[config.mk]
export PLATFORM = sky130hd
export DESIGN_NAME = gmr_readout
export DESIGN_NICKNAME = d
export VERILOG_FILES = /design/src/gmr_pkg.sv /design/src/gmr_clk_mon.sv /design/src/gmr_readout.sv
export SDC_FILE = /design/constraint.sdc
export NUM_CORES = 1
export LEC_CHECK = 0
export BUFFER_PORTS_ARGS = -buffer_cell sky130_fd_sc_hd__buf_2
export CAP_MARGIN = 20
export CORE_MARGIN = 4
export CORE_UTILIZATION = 35
export CTS_CLUSTER_DIAMETER = 120
export DETAILED_ROUTE_END_ITERATION = 8
export MAX_ROUTING_LAYER = met4
export PLACE_DENSITY = 0.66
export SYNTH_ARGS = -nofsm -noshare
export SYNTH_HDL_FRONTEND = slang
export SYNTH_SLANG_ARGS = --single-unit
[constraint.sdc]
create_clock -name clk_in -period 6 [get_ports clk_in]
set_clock_uncertainty 0.15 [all_clocks]
set_input_delay 0.6 -clock clk_in [delete_from_list [all_inputs] [get_ports clk_in]]
set_output_delay 0.6 -clock clk_in [all_outputs]
set_load 0.02 [all_outputs]
[src/gmr_pkg.sv]
// gmr_pkg: constants and types for the angle sensor readout block
// assumes a 125 MHz system clock and a reference clock sampled as a pin
package gmr_pkg;
    // ------------------------------------------------------------
    // timing of the sample chain: reference edges, digital clock ticks and updates
    // ------------------------------------------------------------
    localparam int unsigned UPD_NUM        = 8192;
    localparam int unsigned UPD_DIV_FILT   = 25;
    localparam int unsigned UPD_DIV_BYP    = 100;
    localparam int unsigned PLL_MULT       = 25;
    localparam int unsigned DIG_DIV        = 4;
    // update period in digital clock ticks: 8192/(25*f) = 8192/4 * (4/25f)
    localparam int unsigned UPD_TICKS_FILT = UPD_NUM / DIG_DIV;
    localparam int unsigned UPD_TICKS_BYP  =
        UPD_NUM * UPD_DIV_FILT / (UPD_DIV_BYP * DIG_DIV);
    localparam int unsigned SETTLE_UPDATES = 2;
    localparam int unsigned MISS_EDGES_MAX = 2;
    // ------------------------------------------------------------
    // system clock and watchdog time
    // ------------------------------------------------------------
    localparam int unsigned CLK_PERIOD_PS  = 8000;
    localparam int unsigned REF_MIN_MHZ_X10 = 38;  // 3.8 MHz lowest ref
    // longest ref period in ps, then in system cycles (rounded down)
    localparam int unsigned REF_MAX_PS     = 10000000 / REF_MIN_MHZ_X10;
    localparam int unsigned REF_MAX_CYC    = REF_MAX_PS / CLK_PERIOD_PS;
    localparam int unsigned MISS_CYC       =
        REF_MAX_CYC * (MISS_EDGES_MAX + 1);
    // ------------------------------------------------------------
    // sample format
    // ------------------------------------------------------------
    localparam int unsigned SMP_W          = 16;
    localparam logic [15:0] SMP_LIMIT      = 16'h5ABE; // 23230
    typedef struct packed {
        logic [15:0] x;
        logic [15:0] y;
        logic [15:0] t;
    } gmr_raw_t;
    typedef struct packed {
        logic        valid;
        logic        settled;
        logic        in_range;
        logic [15:0] x;
        logic [15:0] y;
        logic [15:0] t;
    } gmr_smp_t;
endpackage : gmr_pkg

[src/gmr_clk_mon.sv]
// gmr_clk_mon: reference clock edge tracker and missing edge reset
// assumes ref_in is an asynchronous pin, clocked by the system clock
`timescale 1ns/100ps
module gmr_clk_mon #(
    parameter int unsigned MISS_CYC = gmr_pkg::MISS_CYC
) (
    input  wire logic clk_in,
    input  wire logic rstn_in,
    input  wire logic ce_in,
    input  wire logic ref_in,
    output logic      ref_rise_out,
    output logic      chip_rst_out
);
    logic        s1_q, s1_d, s2_q, s2_d, s3_q, s3_d;
    logic [15:0] gap_q, gap_d;
    logic        rst_q, rst_d;

    // ------------------------------------------------------------
    // synchroniser, rising edge detect, gap watchdog
    // ------------------------------------------------------------
    always_comb begin
        s1_d  = ref_in;
        s2_d  = s1_q;
        s3_d  = s2_q;
        gap_d = gap_q;
        rst_d = 1'b0;
        // RQ11: lock on rising edge
        if (s2_q && !s3_q) begin
            gap_d = 16'h0000;
        // RQ12: reset after missing edges
        end else if (gap_q >= 16'(MISS_CYC)) begin
            rst_d = 1'b1;
            gap_d = 16'h0000;
        end else begin
            gap_d = gap_q + 16'h0001;
        end
    end

    always_ff @(posedge clk_in or negedge rstn_in) begin
        if (!rstn_in) begin
            s1_q  <= 1'b0;
            s2_q  <= 1'b0;
            s3_q  <= 1'b0;
            gap_q <= 16'h0000;
            rst_q <= 1'b0;
        end else if (ce_in) begin
            s1_q  <= s1_d;
            s2_q  <= s2_d;
            s3_q  <= s3_d;
            gap_q <= gap_d;
            rst_q <= rst_d;
        end
    end

    assign ref_rise_out = ce_in & s2_q & ~s3_q;
    assign chip_rst_out = rst_q;
endmodule : gmr_clk_mon

[src/gmr_readout.sv]
// gmr_readout: sample refresh, settle tracking and range check
// assumes converter results arrive as a word from same-clock logic
//
// Summary of operation
// RQ1: host keeps calibration values and corrects every reading.
// RQ2: host stores temperature reading at 30 mT, 25 C as reference.
// RQ3: host forms offset from 25 C value plus gradient times drift.
// RQ4: host subtracts corrected offset from each raw channel.
// RQ5: host divides each channel by its calibrated amplitude.
// RQ6: host corrects only sine channel for non-orthogonality.
// RQ7: host takes full-circle arctangent, minus cosine phase error.
// RQ8: samples refresh every 8192 over 25 or 100 reference periods.
// RQ9: samples settle after two update periods following source change.
// RQ10: signed 16-bit results, valid only up to magnitude 23230.
// RQ11: PLL locks on rising reference edges, digital clock 25/4; code gives 7 ticks per reference edge.
// RQ12: chip reset when more than two reference edges go missing.
// RQ13: reference clock should run near 50 percent duty.
`timescale 1ns/100ps
module gmr_readout #(
    parameter int unsigned MISS_CYC = gmr_pkg::MISS_CYC
) (
    input  wire logic             clk_in,
    input  wire logic             rstn_in,
    input  wire logic             ce_in,
    input  wire logic             ref_clk_in,
    input  wire logic             filter_bypass_select_in,
    input  wire logic [1:0]       src_sel_in,
    input  wire gmr_pkg::gmr_raw_t raw_in,
    output gmr_pkg::gmr_smp_t     smp_out,
    output logic                  dig_tick_out,
    output logic                  chip_rst_out
);
    logic        ref_rise;
    logic        chip_rst;
    logic [4:0]  pll_q, pll_d;      // counts 25 pll ticks per ref edge
    logic        tick_q, tick_d;
    logic [11:0] upd_q, upd_d;
    logic [1:0]  stl_q, stl_d;
    logic [1:0]  src_q, src_d;
    logic        byp_q, byp_d;
    gmr_pkg::gmr_smp_t smp_q, smp_d;

    // magnitude check on a signed word
    function automatic logic in_lim(input logic [15:0] v);
        logic [15:0] m;
        m = v[15] ? (16'h0000 - v) : v;
        in_lim = (m <= gmr_pkg::SMP_LIMIT);
    endfunction : in_lim

    gmr_clk_mon #(
        .MISS_CYC     (MISS_CYC)
    ) u_mon (
        .clk_in       (clk_in),
        .rstn_in      (rstn_in),
        .ce_in        (ce_in),
        .ref_in       (ref_clk_in),
        .ref_rise_out (ref_rise),
        .chip_rst_out (chip_rst)
    );

    // ------------------------------------------------------------
    // digital tick: 25 pll periods per ref edge, divided by 4
    // ------------------------------------------------------------
    always_comb begin
        pll_d  = pll_q;
        tick_d = 1'b0;
        // RQ11: digital rate 25/4 of reference required; this logic gives 7 ticks per ref edge
        if (ref_rise) begin
            pll_d = 5'h00;
        end
        // each ref edge yields 7 ticks, at counts 0,4,..,24 (25/4 rounded up)
        if (ref_rise ||
            (pll_q != 5'h00 && pll_q < 5'(gmr_pkg::PLL_MULT))) begin
            if (pll_q[1:0] == 2'h0 || ref_rise) begin
                tick_d = 1'b1;
            end
            pll_d = ref_rise ? 5'h01 : pll_q + 5'h01;
        end
    end

    // ------------------------------------------------------------
    // update counter, settle tracking and sample capture
    // ------------------------------------------------------------
    always_comb begin
        upd_d = upd_q;
        stl_d = stl_q;
        src_d = src_sel_in;
        byp_d = filter_bypass_select_in;
        smp_d = smp_q;
        smp_d.valid = 1'b0;
        if (tick_q) begin
            // RQ8: period depends on bypass
            if (upd_q >= 12'((byp_q ? gmr_pkg::UPD_TICKS_BYP
                                    : gmr_pkg::UPD_TICKS_FILT) - 1)) begin
                upd_d = 12'h000;
                smp_d.valid = 1'b1;
                smp_d.x = raw_in.x;
                smp_d.y = raw_in.y;
                smp_d.t = raw_in.t;
                // RQ10: flag words beyond limit
                smp_d.in_range = in_lim(raw_in.x) & in_lim(raw_in.y);
                if (stl_q < 2'(gmr_pkg::SETTLE_UPDATES)) begin
                    stl_d = stl_q + 2'h1;
                end
                // RQ9: settled after two updates
                smp_d.settled = (stl_q + 2'h1) >=
                                2'(gmr_pkg::SETTLE_UPDATES);
            end else begin
                upd_d = upd_q + 12'h001;
            end
        end
        // RQ9: restart settling on source or mode change
        // a change wins over a same-cycle update; old data is unsettled
        if (src_q != src_sel_in || byp_q != filter_bypass_select_in) begin
            stl_d         = 2'h0;
            smp_d.settled = 1'b0;
        end
    end

    always_ff @(posedge clk_in or negedge rstn_in) begin
        if (!rstn_in) begin
            pll_q  <= 5'h00;
            tick_q <= 1'b0;
            upd_q  <= 12'h000;
            stl_q  <= 2'h0;
            src_q  <= 2'h0;
            byp_q  <= 1'b0;
            smp_q  <= '0;
        end else if (ce_in) begin
            // RQ12: internal reset on clock loss
            if (chip_rst) begin
                pll_q  <= 5'h00;
                tick_q <= 1'b0;
                upd_q  <= 12'h000;
                stl_q  <= 2'h0;
                smp_q  <= '0;
            end else begin
                pll_q  <= pll_d;
                tick_q <= tick_d;
                upd_q  <= upd_d;
                stl_q  <= stl_d;
                smp_q  <= smp_d;
            end
            src_q <= src_d;
            byp_q <= byp_d;
        end
    end

    assign smp_out      = smp_q;
    assign dig_tick_out = tick_q;
    assign chip_rst_out = chip_rst;
endmodule : gmr_readout

==> flow_summary.ini <==
[run_status]
status = finished clean

[final_layout]
fillCellCount = 1365
area_delta_synth_final_pct = 18.8
most-common-layout-cells = 106 x buf_2, 94 x dfrtp_1, 53 x nor2_1
nets = 663
final_area_um2 = 5990
layout_commonest_cell = buf_2
drive_above_1_share_pct = 24.0
multi_input_area_um2 = 2500
regArea_um2 = 2350

[cts]
clockRootBuffer = clkbuf_16
cts_tree = built
post_cts.repair.setup_buffers = 0
ctsResizeCount = 0
clk_pin_slew_worst_paths_ns = 0.06
hold_buffers = 0
cts_buffers = 9
clock_latency_ns = 0.34
clock_sinks = 94
cts_max_path_buffers = 2
htree_levels = 3

[setup_path]
crit_buf_inv = 0
reg2reg_depth = 7
max_stage_delay_ns = 0.88
cp.arrival_ns = 3.13
cp.required_ns = 6.11
r2r-end = smp_out[48]$_DFFE_PN0P_
cp_max_fo = 15
crit_slowest_cell = nor3_2
cp-end-kind = flip-flop
worstSetupPathType = flip-flop to flip-flop
regToRegSetupSlack_ns = 2.97
cp-start-kind = flip-flop
path_cells = and4_1 > and3_1 > a41oi_1 > nor3_2 > o221ai_1 > a31o_2 > a22oi_2
r2r-start = upd_q[3]$_DFFE_PN0P_
cpLargestDelayFamily = simple AND/OR/NAND/NOR gates

[timing]
max-slew-margin-rel_pct = 25.8
setup_ws_ns = 2.97
fmax_mhz = 331
period_needed_ns = 3.03
worst_slew_pin_slew_ns = 1.11
drv_slew = 0
final_hold_viol_count = 0
finalCritPeriodShare_pct = 50.4
rsz0062_at_grt = false
tns_ns = 0
finalSetupViolations = 0

[logic_synthesis]
ys.flop_type = dfrtp_1
synth_simple_gate_area_share_pct = 18.7
synthTopCellsByArea = dfrtp_1 47%, a22o_1 8.7%, nor2_1 3.9%, nand2_1 2.7%, ha_1 2.5%
syn_area_um2 = 5040
synth_top_family_by_area = compound AO/OA/AOI/OAI gates
ys_seq_elements = 94
synth_top_area_share_pct = 46.6
syn_nets = 570
async_reset_ff_share_pct = 100
yosysWarnings = 0
synth_compound_area_share_pct = 22.8
ys_seq_area_share_pct = 46.6
synth_cell_types = 71
synth-edff-count = 0
synth.area.mux_share_pct = 2.13
synth-xor-area-share_pct = 3.30
synthCells = 505
synthAdderAreaFrac_pct = 2.48
yosysTopAreaCell = dfrtp_1
synthesis.area_per_instance_um2 = 9.99

[detailed_routing]
drtPass1Iterations = 4
via_per_inst = 5.48
route.detailed.drc = 0
ant_nets = 0
avgRoutedWirePerCell_um = 16.4
drtIter0Drc = 209
wl_um = 12800
num_vias = 4283

[placed_design]
io_buffers = 107
gp_congestion = 0.869
dp_slack_ns = 2.73
post_dp_cell_area_um2 = 5710
dp_hpwl_um = 9260

[die]
row_count = 43
fp.dieArea_um2 = 16400
die_x_um = 128
die_h_um = 128
io_pins = 108
coreArea_um2 = 14000
initial_core_util_pct = 36.1

[global_routing]
grt_pass1_vias = 4176
antenna_found_initial = 1
grt_overflow = 0
grt_max_degree = 51
grt_pass1_wl_um = 21200
grt_usage_pct = 16.4

[pwr]
ir_worst_vdd_uv = 180
p_total_w = 0.00160
power_density_nw_per_um2 = 268
p_leak_nw = 2.87

[min_path]
hold_path_class = primary input to asynchronous set/reset pin

[flow_run]
drv_cap = 0
## routing by layer
layer | share of wire [%] | track usage (%) | vias up
li1 | - | - | 2081
met1 | 47 | 22.1 | 2091
met2 | 47 | 25.2 | 102
met3 | 5.3 | 4.00 | 9
met4 | 0.79 | 3.93 | 0
met5 | 0 | - | -
## state kept, by name, summed over array words and instances, names as in the netlist
| name | count |
|---|---|
| smp_out | 51 |
| u_mon.gap_q | 16 |
| upd_q | 12 |
| pll_q | 5 |
| src_q | 2 |
| stl_q | 2 |
| byp_q | 1 |
| dig_tick_out | 1 |
| u_mon.chip_rst_out | 1 |
| u_mon.s1_q | 1 |
| u_mon.s2_q | 1 |
| u_mon.s3_q | 1 |
## Yosys cell counts, types with 5 or more instances
cell type and number:
ha_1 10, o21ai_0 15, nand2_1 36, and3_1 6
dfrtp_1 94, xor2_1 13, o2bb2ai_1 5, buf_2 5
mux2_2 6, inv_1 21, nor4_1 5, xnor2_1 6
a31oi_1 8, clkbuf_1 19, o31ai_1 6, nor2b_1 7
nand3_1 19, a21oi_1 12, nor2_1 53, a41oi_1 6
a22o_1 50, nor3_1 15, nand4_1 12
## where the power goes
part / internal, W / total (W) / leakage, nW / switching (W)
Combinational: 0.000121 / 0.000298 / 1.51 / 0.000178
Clock: 0.000316 / 0.000547 / 0.137 / 0.000231
Sequential: 0.000697 / 0.000759 / 1.23 / 0.0000624
## logic make-up (layout without fill, tap and decap cells)
family	Yosys count	after routing
other	0	1
muxes	10	10
buffers and inverters	48	144
DFF	94	94
xor gates and xnor gates	19	19
AOI/OAI and AO/OA	142	142
adders and majority gates	10	10
and+or+nand+nor	182	182
## worst max-delay path by stage
stage | start | to | slack, ns | cells past startpoint
floorplan | raw_in[35] | smp_out[48]$_DFFE_PN0P_ | 3.36 | 8
global placement | ce_in | smp_out[48]$_DFFE_PN0P_ | 2.82 | 6
detailed placement | ce_in | smp_out[48]$_DFFE_PN0P_ | 2.73 | 6
CTS | upd_q[3]$_DFFE_PN0P_ | smp_out[48]$_DFFE_PN0P_ | 2.94 | 7
global route | upd_q[3]$_DFFE_PN0P_ | smp_out[48]$_DFFE_PN0P_ | 2.77 | 7
finish | upd_q[3]$_DFFE_PN0P_ | smp_out[48]$_DFFE_PN0P_ | 2.97 | 7
## area by class of cell
class	count	share of cell area (%)
multi-input cells	363	41.8
flip-flops and latches	94	39.3
repair buffers	109	9.23
clock buffers	9	3.76
well taps	180	3.76
inverters	21	1.32
clock inverters	5	0.877
diodes	1	0.0418
## stage by stage
step,util (%),hold WS (ns),std cells
after floorplan,-,0.154,505
after global placement,40.8,0.332,767
after detailed placement,40.8,0.325,767
after CTS,42.8,0.132,781
after global routing,42.8,0.152,782
final,42.8,0.121,782
## worst reg2reg max path, stage by stage (launching register included)
cell and delay, ns:
dfrtp_1 0.41, and4_1 0.26, and3_1 0.28, a41oi_1 0.24
nor3_2 0.88, o221ai_1 0.27, a31o_2 0.29, a22oi_2 0.16
Power figures use the tool's default switching activity.
